===== config.mk =====
export PLATFORM = sky130hd
export DESIGN_NAME = trt_timer
export DESIGN_NICKNAME = d
export VERILOG_FILES = /design/src/trt_timer.v
export VERILOG_INCLUDE_DIRS = /design/src
export SDC_FILE = /design/constraint.sdc
export NUM_CORES = 1
export LEC_CHECK = 0
export BUFFER_PORTS_ARGS = -buffer_cell sky130_fd_sc_hd__clkbuf_2
export CAP_MARGIN = 10
export CORE_ASPECT_RATIO = 1.2
export CORE_MARGIN = 2
export CORE_UTILIZATION = 25
export CTS_CLUSTER_SIZE = 10
export DETAILED_ROUTE_END_ITERATION = 12
export GPL_TIMING_DRIVEN = 0
export HOLD_SLACK_MARGIN = 0.1
export MAX_ROUTING_LAYER = met4
export PLACE_DENSITY = 0.52
export SLEW_MARGIN = 15
export SYNTH_ARGS = -nofsm -noshare
export SYNTH_HDL_FRONTEND = slang
export SYNTH_SLANG_ARGS = --single-unit

===== constraint.sdc =====
create_clock -name clk_sys -period 4.8 [get_ports clk_sys]
set_input_delay 0.48 -clock clk_sys [delete_from_list [all_inputs] [get_ports clk_sys]]
set_output_delay 0.48 -clock clk_sys [all_outputs]
set_load 0.005 [all_outputs]

===== src/trt_consts.vh =====
// constants for the triple reload/capture timer
// assumes a 40 MHz system clock and a 32-bit AXI4-Lite bus
`ifndef TRT_CONSTS_VH
`define TRT_CONSTS_VH
// register indices; byte address is four times the index
`define TRT_IDX_MODE1   16'hd118
`define TRT_IDX_MODE2   16'hd119
`define TRT_IDX_CAP1    16'hd11a
`define TRT_IDX_CAP2    16'hd11b
`define TRT_IDX_LOAD1   16'hd11c
`define TRT_IDX_LOAD2   16'hd11d
`define TRT_IDX_LOAD3   16'hd11e
`define TRT_IDX_CS      16'hd11f
`define TRT_IDX_ISTAT   16'hd120
`define TRT_IDX_IMASK   16'hd121
// reset values
`define TRT_RST_MODE    8'h00
`define TRT_RST_CAP     8'hff
`define TRT_RST_LOAD    8'hff
`define TRT_RST_CS      8'h03
`define TRT_RST_IRQ     5'h00
// mode register one fields
`define TRT_M1_CLEAR_ON_CAPTURE_TWO     7
`define TRT_M1_ACBR     6
`define TRT_M1_RLD      5
`define TRT_M1_RELOAD_TRIGGER_SELECT     4
`define TRT_M1_CS2_HI   3
`define TRT_M1_CS2_LO   2
`define TRT_M1_C1MODE   1
`define TRT_M1_CAPSEL   0
// mode register two fields
`define TRT_M2_LAT      7
`define TRT_M2_CS1_HI   6
`define TRT_M2_CS1_LO   5
`define TRT_M2_CS3_HI   4
`define TRT_M2_CS3_LO   3
`define TRT_M2_CPSLM    2
`define TRT_M2_CAPTURE_FLAG     1
`define TRT_M2_SLW      0
// control/status read-as-one bits
`define TRT_CS_FIXED    8'h03
// interrupt status bit positions
`define TRT_IS_UF1      0
`define TRT_IS_UF2      1
`define TRT_IS_UF3      2
`define TRT_IS_CAP1     3
`define TRT_IS_CAP2     4
// prescaler widths (divide by two to the n)
`define TRT_PS_W        12
`define TRT_DIV4        2
`define TRT_DIV64       6
`define TRT_DIV128      7
`define TRT_DIV256      8
`define TRT_DIV512      9
`define TRT_DIV1024     10
`define TRT_DIV2048     11
`define TRT_DIV4096     12
// bus answers
`define TRT_RESP_OK     2'b00
`define TRT_RESP_ERR    2'b10
`endif


===== src/trt_timer.v =====
// triple 8-bit down-counting reload/capture timer with AXI4-Lite registers
// assumes pulse and pin inputs already synchronous to clk_sys
`timescale 1ns/1ps
`default_nettype none
`include "trt_consts.vh"

// Summary of operation
// - three 8-bit down-counters; one and two capture, three only reloads
// - mode register one clears to zero on reset
// - low power keeps registers but clears capture and slow-tracking flags
// - clear_on_capture_two set clears counter two on its capture
// - accel_brake_select picks acceleration or braking completion detection
// - reload_enable_two makes counter two reload, else no reload
// - reload_trigger_select picks pulse edge or underflow, only when enabled
// - counter two clock: counter one underflow, /256, /128, /64
// - counter_one_mode picks reload or capture timer; capture never reloads
// - counter one clears right after each capture
// - capture_source_select_lo picks pulse or pin for counter one capture
// - select_lo also applies with select_hi set, the two jointly
// - counter two captures on counter three underflow or selected edge
// - counter three clock: divided pulse edge, /4096, /2048, /1024
module trt_timer (
  // clock and reset
  input  wire        clk_sys,
  input  wire        rst_n,
  // axi4-lite write address
  input  wire [31:0] s_axi_awaddr,
  input  wire        s_axi_awvalid,
  output reg         s_axi_awready,
  // axi4-lite write data
  input  wire [31:0] s_axi_wdata,
  input  wire [3:0]  s_axi_wstrb,
  input  wire        s_axi_wvalid,
  output reg         s_axi_wready,
  // axi4-lite write response
  output reg  [1:0]  s_axi_bresp,
  output reg         s_axi_bvalid,
  input  wire        s_axi_bready,
  // axi4-lite read
  input  wire [31:0] s_axi_araddr,
  input  wire        s_axi_arvalid,
  output reg         s_axi_arready,
  output reg  [31:0] s_axi_rdata,
  output reg  [1:0]  s_axi_rresp,
  output reg         s_axi_rvalid,
  input  wire        s_axi_rready,
  // timer inputs
  input  wire        capstan_pulse,
  input  wire        ext_capture_pin,
  input  wire        divided_control_pulse,
  input  wire        low_power,
  // status outputs
  output reg         accel_brake_select,
  output reg         irq
);

////////////////////////////////////////////////////////////////////////
// decode helpers

// maps a byte address to a local register number, 4'hf when unmapped
function [3:0] reg_sel;
  input [31:0] addr;
  begin
    if (addr[1:0] != 2'b00 || addr[31:18] != 14'h0)
      reg_sel = 4'hf;
    else
      case (addr[17:2])
        `TRT_IDX_MODE1: reg_sel = 4'h0;
        `TRT_IDX_MODE2: reg_sel = 4'h1;
        `TRT_IDX_CAP1:  reg_sel = 4'h2;
        `TRT_IDX_CAP2:  reg_sel = 4'h3;
        `TRT_IDX_LOAD1: reg_sel = 4'h4;
        `TRT_IDX_LOAD2: reg_sel = 4'h5;
        `TRT_IDX_LOAD3: reg_sel = 4'h6;
        `TRT_IDX_CS:    reg_sel = 4'h7;
        `TRT_IDX_ISTAT: reg_sel = 4'h8;
        `TRT_IDX_IMASK: reg_sel = 4'h9;
        default:        reg_sel = 4'hf;
      endcase
  end
endfunction

// one-cycle tick each time the low n prescaler bits wrap
function ps_tick;
  input [11:0] ps;
  input integer n;
  integer i;
  begin
    ps_tick = 1'b1;
    for (i = 0; i < 12; i = i + 1)
      if (i < n && !ps[i])
        ps_tick = 1'b0;
  end
endfunction

////////////////////////////////////////////////////////////////////////
// registers

reg  [7:0]  mode_reg_one;
reg  [7:0]  mode_reg_two;
reg  [7:0]  capture_value_one;
reg  [7:0]  capture_value_two;
reg  [7:0]  reload_value_one;
reg  [7:0]  reload_value_two;
reg  [7:0]  reload_value_three;
reg  [7:0]  irq_control_status;
reg  [4:0]  irq_status;
reg  [4:0]  irq_mask;
reg  [7:0]  cnt_one;
reg  [7:0]  cnt_two;
reg  [7:0]  cnt_three;
reg  [11:0] prescaler_s;
reg         pulse_q;
reg         pin_q;
reg         dvc_q;
reg  [31:0] aw_addr;
reg  [31:0] w_data;
reg  [3:0]  w_strb;
reg         aw_got;
reg         w_got;

////////////////////////////////////////////////////////////////////////
// edges and clock selection

wire pulse_rise = capstan_pulse & ~pulse_q;
// pin edge is taken as the falling edge (active-low request pin)
wire pin_fall   = ~ext_capture_pin & pin_q;
wire dvc_rise   = divided_control_pulse & ~dvc_q;

reg  tick_one;
reg  tick_two;
reg  tick_three;
wire uf_one   = tick_one & (cnt_one == 8'h00);
wire uf_two   = tick_two & (cnt_two == 8'h00);
wire uf_three = tick_three & (cnt_three == 8'h00);

always @*
begin
  case (mode_reg_two[`TRT_M2_CS1_HI:`TRT_M2_CS1_LO])
    2'b00:   tick_one = pulse_rise;
    2'b01:   tick_one = ps_tick(prescaler_s, `TRT_DIV4);
    2'b10:   tick_one = ps_tick(prescaler_s, `TRT_DIV256);
    default: tick_one = ps_tick(prescaler_s, `TRT_DIV512);
  endcase
  case (mode_reg_one[`TRT_M1_CS2_HI:`TRT_M1_CS2_LO])
    2'b00:   tick_two = uf_one;
    2'b01:   tick_two = ps_tick(prescaler_s, `TRT_DIV256);
    2'b10:   tick_two = ps_tick(prescaler_s, `TRT_DIV128);
    default: tick_two = ps_tick(prescaler_s, `TRT_DIV64);
  endcase
  case (mode_reg_two[`TRT_M2_CS3_HI:`TRT_M2_CS3_LO])
    2'b00:   tick_three = dvc_rise;
    2'b01:   tick_three = ps_tick(prescaler_s, `TRT_DIV4096);
    2'b10:   tick_three = ps_tick(prescaler_s, `TRT_DIV2048);
    default: tick_three = ps_tick(prescaler_s, `TRT_DIV1024);
  endcase
end

////////////////////////////////////////////////////////////////////////
// capture and reload triggers

wire sel_edge = mode_reg_one[`TRT_M1_CAPSEL] ? pin_fall : pulse_rise;
wire cap_one  = mode_reg_one[`TRT_M1_C1MODE] & sel_edge;
wire cap_two  = mode_reg_two[`TRT_M2_LAT] ? sel_edge : uf_three;

wire rld_two  = mode_reg_one[`TRT_M1_RLD] &
                (mode_reg_one[`TRT_M1_RELOAD_TRIGGER_SELECT] ? uf_two : pulse_rise);

////////////////////////////////////////////////////////////////////////
// counters

always @(posedge clk_sys)
begin
  if (!rst_n)
  begin
    prescaler_s <= 12'h000;
    pulse_q     <= 1'b0;
    pin_q       <= 1'b1;
    dvc_q       <= 1'b0;
    cnt_one     <= 8'h00;
    cnt_two     <= 8'h00;
    cnt_three   <= 8'h00;
    capture_value_one <= `TRT_RST_CAP;
    capture_value_two <= `TRT_RST_CAP;
  end
  else
  begin
    prescaler_s <= prescaler_s + 12'h001;
    pulse_q     <= capstan_pulse;
    pin_q       <= ext_capture_pin;
    dvc_q       <= divided_control_pulse;
    if (cap_one)
    begin
      capture_value_one <= cnt_one;
      cnt_one <= 8'h00;
    end
    else if (uf_one && !mode_reg_one[`TRT_M1_C1MODE])
      cnt_one <= reload_value_one;
    else if (tick_one)
      // capture mode wraps freely: no reload
      cnt_one <= cnt_one - 8'h01;
    // counter two: capture clear beats reload beats count
    if (cap_two)
      capture_value_two <= cnt_two;
    if (cap_two && mode_reg_one[`TRT_M1_CLEAR_ON_CAPTURE_TWO])
      cnt_two <= 8'h00;
    else if (rld_two)
      cnt_two <= reload_value_two;
    else if (tick_two)
      cnt_two <= cnt_two - 8'h01;
    // counter three always reloads on underflow
    if (uf_three)
      cnt_three <= reload_value_three;
    else if (tick_three)
      cnt_three <= cnt_three - 8'h01;
  end
end

////////////////////////////////////////////////////////////////////////
// register bus

wire        aw_hs   = s_axi_awvalid & s_axi_awready;
wire        w_hs    = s_axi_wvalid & s_axi_wready;
wire        ar_hs   = s_axi_arvalid & s_axi_arready;
wire        do_wr   = aw_got & w_got & ~s_axi_bvalid;
wire [3:0]  wr_sel  = reg_sel(aw_addr);
wire [3:0]  rd_sel  = reg_sel(s_axi_araddr);
wire        wr_lane = do_wr & w_strb[0];
wire [7:0]  wbyte   = w_data[7:0];
wire        rd_stat = ar_hs & (rd_sel == 4'h8);

always @(posedge clk_sys)
begin
  if (!rst_n)
  begin
    s_axi_awready <= 1'b1;
    s_axi_wready  <= 1'b1;
    s_axi_arready <= 1'b1;
    s_axi_bvalid  <= 1'b0;
    s_axi_bresp   <= `TRT_RESP_OK;
    s_axi_rvalid  <= 1'b0;
    s_axi_rresp   <= `TRT_RESP_OK;
    s_axi_rdata   <= 32'h00000000;
    aw_addr <= 32'h00000000;
    w_data  <= 32'h00000000;
    w_strb  <= 4'h0;
    aw_got  <= 1'b0;
    w_got   <= 1'b0;
  end
  else
  begin
    if (aw_hs)
    begin
      aw_addr       <= s_axi_awaddr;
      aw_got        <= 1'b1;
      s_axi_awready <= 1'b0;
    end
    if (w_hs)
    begin
      w_data       <= s_axi_wdata;
      w_strb       <= s_axi_wstrb;
      w_got        <= 1'b1;
      s_axi_wready <= 1'b0;
    end
    if (do_wr)
    begin
      aw_got       <= 1'b0;
      w_got        <= 1'b0;
      s_axi_bvalid <= 1'b1;
      s_axi_bresp  <= (wr_sel == 4'hf) ? `TRT_RESP_ERR : `TRT_RESP_OK;
    end
    else if (s_axi_bvalid && s_axi_bready)
    begin
      s_axi_bvalid  <= 1'b0;
      s_axi_awready <= 1'b1;
      s_axi_wready  <= 1'b1;
    end
    if (ar_hs)
    begin
      s_axi_arready <= 1'b0;
      s_axi_rvalid  <= 1'b1;
      s_axi_rresp   <= (rd_sel == 4'hf) ? `TRT_RESP_ERR : `TRT_RESP_OK;
      case (rd_sel)
        4'h0:    s_axi_rdata <= {24'h000000, mode_reg_one};
        4'h1:    s_axi_rdata <= {24'h000000, mode_reg_two};
        4'h2:    s_axi_rdata <= {24'h000000, capture_value_one};
        4'h3:    s_axi_rdata <= {24'h000000, capture_value_two};
        4'h7:    s_axi_rdata <= {24'h000000, irq_control_status};
        4'h8:    s_axi_rdata <= {27'h0, irq_status};
        4'h9:    s_axi_rdata <= {27'h0, irq_mask};
        // load registers are write-only and read as zero
        default: s_axi_rdata <= 32'h00000000;
      endcase
    end
    else if (s_axi_rvalid && s_axi_rready)
    begin
      s_axi_rvalid  <= 1'b0;
      s_axi_arready <= 1'b1;
    end
  end
end

////////////////////////////////////////////////////////////////////////
// software registers and flags

wire       wr_m2   = wr_lane & (wr_sel == 4'h1);
// flags clear by writing zero or in low power; hardware set beats a write clear
wire       capture_flag_set = cap_two & ~mode_reg_two[`TRT_M2_CPSLM];
wire       capture_flag_clr = wr_m2 & ~wbyte[`TRT_M2_CAPTURE_FLAG];
wire       slw_clr  = wr_m2 & ~wbyte[`TRT_M2_SLW];
wire [4:0] irq_ev  = {cap_two, cap_one, uf_three, uf_two, uf_one};
reg  [4:0] next_irq_status;
reg        next_capture_flag;
reg        next_slw;

always @*
begin
  next_irq_status = (rd_stat ? 5'h00 : irq_status) | irq_ev;
  next_capture_flag = capture_flag_set | (mode_reg_two[`TRT_M2_CAPTURE_FLAG] & ~capture_flag_clr);
  next_slw  = mode_reg_two[`TRT_M2_SLW] & ~slw_clr;
  if (low_power)
  begin
    next_capture_flag = 1'b0;
    next_slw  = 1'b0;
  end
end

always @(posedge clk_sys)
begin
  if (!rst_n)
  begin
    mode_reg_one       <= `TRT_RST_MODE;
    mode_reg_two       <= `TRT_RST_MODE;
    reload_value_one   <= `TRT_RST_LOAD;
    reload_value_two   <= `TRT_RST_LOAD;
    reload_value_three <= `TRT_RST_LOAD;
    irq_control_status <= `TRT_RST_CS;
    irq_status         <= `TRT_RST_IRQ;
    irq_mask           <= `TRT_RST_IRQ;
    accel_brake_select <= 1'b0;
    irq                <= 1'b0;
  end
  else
  begin
    if (wr_lane)
      case (wr_sel)
        4'h0: mode_reg_one <= wbyte;
        4'h4: reload_value_one <= wbyte;
        4'h5: reload_value_two <= wbyte;
        4'h6: reload_value_three <= wbyte;
        4'h7: irq_control_status <= wbyte | `TRT_CS_FIXED;
        4'h9: irq_mask <= wbyte[4:0];
        default: ;
      endcase
    if (wr_m2)
      mode_reg_two[7:2] <= wbyte[7:2];
    mode_reg_two[`TRT_M2_CAPTURE_FLAG] <= next_capture_flag;
    mode_reg_two[`TRT_M2_SLW]  <= next_slw;
    irq_status <= next_irq_status;
    accel_brake_select <= mode_reg_one[`TRT_M1_ACBR];
    irq <= |(next_irq_status & irq_mask);
  end
end

endmodule // trt_timer
`default_nettype wire


==> impl_metrics.yaml, run 1 <==
cts:
  cts_num_sinks: 171
  postCtsHoldBufs: 0
  cts_tree: "done"
  cts_buffers: 17
  clockBufferDepth: 2
  clk_latency_ns: 0.43
  post-cts-setup-buffer-count: 0
  clkTransAtPathRegs_ns: 0.07
  cts_resized: 0
  htree_levels: 4
  root_buffer: "clkbuf_16"
worst_setup_path:
  worst_path_largest_cell_delay_ns: 0.50
  cpLargestDelayFamily: "compound AO/OA/AOI/OAI gates"
  crit_fanout: 8
  cp_data_arrival_time_ns: 3.25
  path_class: "reg2reg"
  worst-path-buf-inv: 1
  critPathLaunchType: "flip-flop"
  endpoint_kind: "flip-flop"
  required_ns: 5.13
  crit_chain: "mux2i_1 > a221oi_1 > and4_1 > buf_2 > o211ai_1 > nand2_1 > o211a_1"
  cpMaxStageDelayCell: "dfxtp_1"
power_and_ir_drop:
  leakage_nw: 3.88
  peakVddDrop_v: 0.000212
  powerDensity_nw_per_um2: 365
  fin_total_pwr_w: 0.00345
floorplan:
  ios: 154
  core_region_area_um2: 30600
  fp-row-count: 70
  die-height_um: 197
  die_x_um: 165
  initial_core_util: 0.254
  dieArea_um2: 32500
routing:
  drc: 0
  ant_nets: 0
  wl_per_cell_um: 15.7
  dr.pass1.iters: 5
  vias: 6706
  via_per_inst: 4.63
  drt-total-wl_mm: 22.7
  drtIter0Drc: 485
synth:
  synth.mux.area_fraction: 0.101
  synth_area_um2: 7770
  synth_xor_area_frac: 0.0169
  synth_compound_gate_area_share: 0.144
  synth_edf_count: 0
  synthCells: 897
  synth_simple_gate_area_frac: 0.234
  yosysSeqAreaShare: 0.440
  synth-seq-cells: 171
  ys.warnings.count: 0
  synth_top_family_by_area: "simple AND/OR/NAND/NOR gates"
  synth_ff_type: "dfxtp_1"
  async_flop_share: 0
  synthAdderAreaFrac: 0.00805
  yosysUniqueCellTypes: 68
  post_synth.cell_area_avg_um2: 8.66
sta:
  finalSetupTns_ns: 0
  hold_viol: 0
  setup-violations-final: 0
  finalMaxSlewViolations: 0
  maxSlewHeadroom: 0.401
  worst_pin_slew_ns: 0.892
  setup_slack_ns: 1.88
  rsz0062_at_grt: "false"
  fin_worst_skew_ns: 0.0113
  min_period_ns: 2.92
  fin_crit_sh: 0.609
  fmax_ghz: 0.342
final_layout:
  top_register: "aw_addr"
  synthToLayoutAreaGrowth_pct: 21.6
  final_area_um2: 9450
  fillCellCount: 3274
  final_common_cell: "dfxtp_1"
  seqCellArea_um2: 3420
  final_core_util: 0.309
  final_cell_mix: "dfxtp_1, nand2_1, clkbuf_2"
  largest_reg_flops: 32
  multi_input_area_um2: 4020
  num_antenna_cells: 0
  reg_top3: "aw_addr: 32 flops, prescaler_s: 12 flops"
  layout-drive-gt1-share: 0.186
  nets: 1155
place:
  dp_hpwl_mm: 17.2
  gp_congestion: 0.840
  io_buffers: 98
  dp_slack_ns: 1.82
  placed_area_um2: 8850
grt:
  grt_pass1_vias: 6212
  grt_pass1_wl_mm: 34.9
  grt_usage: 0.145
  antenna_found_initial: 0
  grt_overflow: 0
  grt_max_degree: 17
min_path:
  holdCritPathClass: "in2reg"
run:
  drv_cap: 0
run_status:
  outcome: "complete, no violations"
Yosys cell counts (3+ instances only):
cell type  instances  area share
o211ai_1          11       0.011
o31ai_1            3      0.0029
dfxtp_1          171        0.44
nand3b_1           3      0.0029
o211a_1            6      0.0077
nand4_1           10      0.0080
a21boi_0           3      0.0029
mux2i_1           57       0.073
a21oi_1           63       0.041
or2_2              4      0.0032
buf_4             26       0.025
o22ai_1            3      0.0024
ha_1               5      0.0080
a222oi_1           6      0.0077
nor2_1            77       0.037
mux2_1             3      0.0043
nor4_2             3      0.0048
inv_1             16      0.0077
a211oi_1           7      0.0068
nand3_1           25       0.016
nor4_1            13       0.010
buf_2              3      0.0019
nor2b_1            3      0.0024
xor2_1             6      0.0068
nor3_1            11      0.0071
o21ai_0           22       0.014
and2_1            11      0.0089
nor4_4             4       0.011
clkbuf_1          37       0.018
or3_1             10      0.0080
a22oi_1           17       0.016
buf_1              5      0.0024
a21o_1             7      0.0068
nand2b_1           8      0.0064
nand2_1          170       0.082
mux2_2            16       0.023
xnor2_1            9       0.010
where the power goes:
group	internal, W	switching, W
Clock	0.000792	0.000621
Sequential	0.00150	0.0000748
Combinational	0.000200	0.000267
Total	0.00249	0.000963
logic make-up after synthesis:
| logic type | count (synthesis) |
|---|---|
| AO/OA/AOI/OAI | 169 |
| flip-flops | 171 |
| AND/OR/NAND/NOR | 373 |
| XOR/XNOR | 15 |
| other | 1 |
| multiplexers | 76 |
| buffers and inverters | 87 |
| adder cells (fa/ha/maj) | 5 |
path summary, 6_finish.rpt:
kind	start	cells past startpoint	slack, ns	end
setup / recovery	mode_reg_two[6]	7	1.88	cnt_two[3]
setup reg to reg	mode_reg_two[6]	7	1.88	cnt_two[3]
hold / removal	s_axi_awvalid	2	0.25	s_axi_awready
hold reg to reg	mode_reg_two[0]	2	0.44	mode_reg_two[0]
through the flow:
stage	hold slack, ns	std cells
4_1_cts	0.239	1448
5_1_grt	0.251	1448
3_3_place_gp	0.431	1416
3_5_place_dp	0.430	1416
6_report	0.251	1448
2_1_floorplan	0.410	922
cell type report:
type	instances	area share
multi-input cells	664	0.425
repair buffers	98	0.0519
clock buffers	18	0.0465
flip-flops and latches	171	0.362
plain buffers	71	0.0389
well taps	396	0.0524
clock inverters	14	0.0169
inverters	16	0.00635
metal layers:
metal / vias to the layer above / track usage / wire length [um]
met5: - / - / 0
met4: 0 / 0.0345 / 257
met3: 19 / 0.0281 / 1050
met2: 163 / 0.233 / 10900
met1: 3127 / 0.188 / 10500
li1: 3397 / - / -
Power figures use the tool's default switching activity.
==> run 2: changes to the inputs <==
==> constraint.sdc (replaced) <==
create_clock -name clk_sys -period 3 [get_ports clk_sys]
set_input_delay 0.3 -clock clk_sys [delete_from_list [all_inputs] [get_ports clk_sys]]
set_output_delay 0.3 -clock clk_sys [all_outputs]
set_load 0.005 [all_outputs]
==> run 2 against run 1 <==
Maximum frequency up 3.6%. Cell count rose by 3.0%. Sequential cell count is the same. Power up 61%. Register-to-register slack got worse by 1.7 ns. Critical endpoint is now cnt_two[1]. Highest routed layer unchanged.
==> impl_metrics.yaml, run 2 (synthesized netlist as in run 1, its figures left out) <==
floorplan:
  initial_core_util: 0.254
  ios: 154
  core_region_area_um2: 30600
  die-height_um: 197
  dieArea_um2: 32500
  fp-row-count: 70
  die_x_um: 165
worst_setup_path:
  cp_data_arrival_time_ns: 3.18
  cp_num_cells: 9
  worst_path_largest_cell_delay_ns: 0.50
  rr_startpoint: "prescaler_s[0]"
  crit_chain: "ha_1 > ha_1 > nand4_1 > o21ai_1 > and4_1 > buf_2 > o211ai_1 > nand2_1 > mux2i_1"
  required_ns: 3.36
  cp_common_cell: "ha_1"
  crit_fanout: 8
  rr_endpoint: "cnt_two[1]"
  cpLargestDelayFamily: "simple AND/OR/NAND/NOR gates"
  cpMaxStageDelayCell: "o21ai_1"
  ff2ff_setup_slack_ns: 0.18
  critPathLaunchType: "flip-flop"
  endpoint_kind: "flip-flop"
  worst-path-buf-inv: 1
  path_class: "reg2reg"
  r2r_cells: 9
min_path:
  hp-start: "ext_capture_pin"
  hold_depth: 2
  hold_end: "pin_q"
  holdCritPathClass: "in2reg"
final_layout:
  largest_reg_flops: 32
  reg_top3: "aw_addr: 32 flops, prescaler_s: 12 flops"
  final_common_cell: "dfxtp_1"
  top_register: "aw_addr"
  layout-drive-gt1-share: 0.182
  nets: 1198
  num_antenna_cells: 0
  final_cell_mix: "dfxtp_1, nand2_1, clkbuf_2"
  synthToLayoutAreaGrowth_pct: 27.0
sta:
  setup-violations-final: 0
  finalMaxSlewViolations: 0
  finalSetupTns_ns: 0
  rsz0062_at_grt: "false"
  worst_pin_slew_ns: 0.882
  fmax_ghz: 0.354
  min_period_ns: 2.82
  maxSlewHeadroom: 0.407
  fin_worst_skew_ns: 0.0149
  whs_ns: 0.107
  setup_slack_ns: 0.178
  fin_crit_sh: 0.941
  hold_viol: 0
cts:
  cts_tree: "done"
  cts_resized: 0
  cts_num_sinks: 171
  cts_buffers: 17
  clkTransAtPathRegs_ns: 0.07
  clockBufferDepth: 2
  htree_levels: 4
  root_buffer: "clkbuf_16"
  clk_latency_ns: 0.44
grt:
  grt_pass1_wl_mm: 35.6
  grt_overflow: 0
  grt_max_degree: 17
  grt_usage: 0.147
  grt_pass1_vias: 6413
  antenna_found_initial: 0
power_and_ir_drop:
  powerDensity_nw_per_um2: 564
  peakVddDrop_v: 0.000344
  leakage_nw: 4.06
place:
  dp_slack_ns: 0.110
  gp_congestion: 0.840
  io_buffers: 98
  dp_hpwl_mm: 17.2
run_status:
  outcome: "complete, no violations"
routing:
  drc: 0
  dr.pass1.iters: 5
  drtIter0Drc: 469
  drt-total-wl_mm: 23.1
  via_per_inst: 4.61
  ant_nets: 0
  wl_per_cell_um: 15.5
  vias: 6878
run:
  drv_cap: 0
run 2: cell count changes in the layout (fill, tap and decap cells not counted), sizes merged:
| cell | previous run | this run |
|---|---|---|
| dlygate4sd3 | 0 | 40 |
| buf | 34 | 37 |
run 2: timing repair:
item	CTS	global route
hold buffers	40	0
endpoints found under the hold margin	40	0
buffers inserted	0	3
endpoints found under the setup margin	0	8
run 2: stage by stage:
step | power, W | area (um2) | cells | util
after global routing | 0.00583 | 9870 | 1491 | 0.323
after floorplan | 0.00305 | 7870 | 922 | -
after detailed placement | 0.00331 | 8850 | 1416 | 0.290
after CTS | 0.00561 | 9850 | 1488 | 0.322
final | 0.00557 | 9870 | 1491 | 0.323
after global placement | 0.00331 | 8850 | 1416 | 0.290
run 2: layout make-up:
type	instances	area (um2)
multi-input combinational	664	4020
clock buffer	18	439
inverter	16	60.1
buffer	71	368
tap	396	495
timing repair buffer	141	913
sequential	171	3420
fill	3219	20700
clock inverter	14	160
run 2: worst max path at each step:
stage	from	slack [ns]	end
4_1_cts	prescaler_s[0]	0.09	cnt_two[3]
3_5_place_dp	prescaler_s[0]	0.11	cnt_two[3]
5_1_grt	prescaler_s[0]	0.02	cnt_two[1]
6_report	prescaler_s[0]	0.18	cnt_two[1]
2_1_floorplan	s_axi_araddr[9]	0.72	s_axi_rdata[2]
3_3_place_gp	mode_reg_two[6]	0.11	cnt_two[4]
run 2: layer usage:
layer	routed length [um]	up-vias	GRT usage
li1	-	3483	-
met1	10600	3195	0.188
met2	11200	178	0.240
met3	1030	22	0.0281
met4	249	0	0.0345
met5	0	-	-
run 2: power breakdown:
group	leakage, nW	internal, W	switching (W)
combinational	2.38	0.000354	0.000437
sequential	1.39	0.00239	0.000120
clock	0.292	0.00127	0.000997
run 2: worst register-to-register path, cell delays in order, from the launching register on:
cell      delay [ns]
dfxtp_1         0.36
ha_1            0.23
ha_1            0.17
nand4_1         0.19
o21ai_1         0.50
and4_1          0.27
buf_2           0.18
o211ai_1        0.24
nand2_1         0.37
mux2i_1         0.24
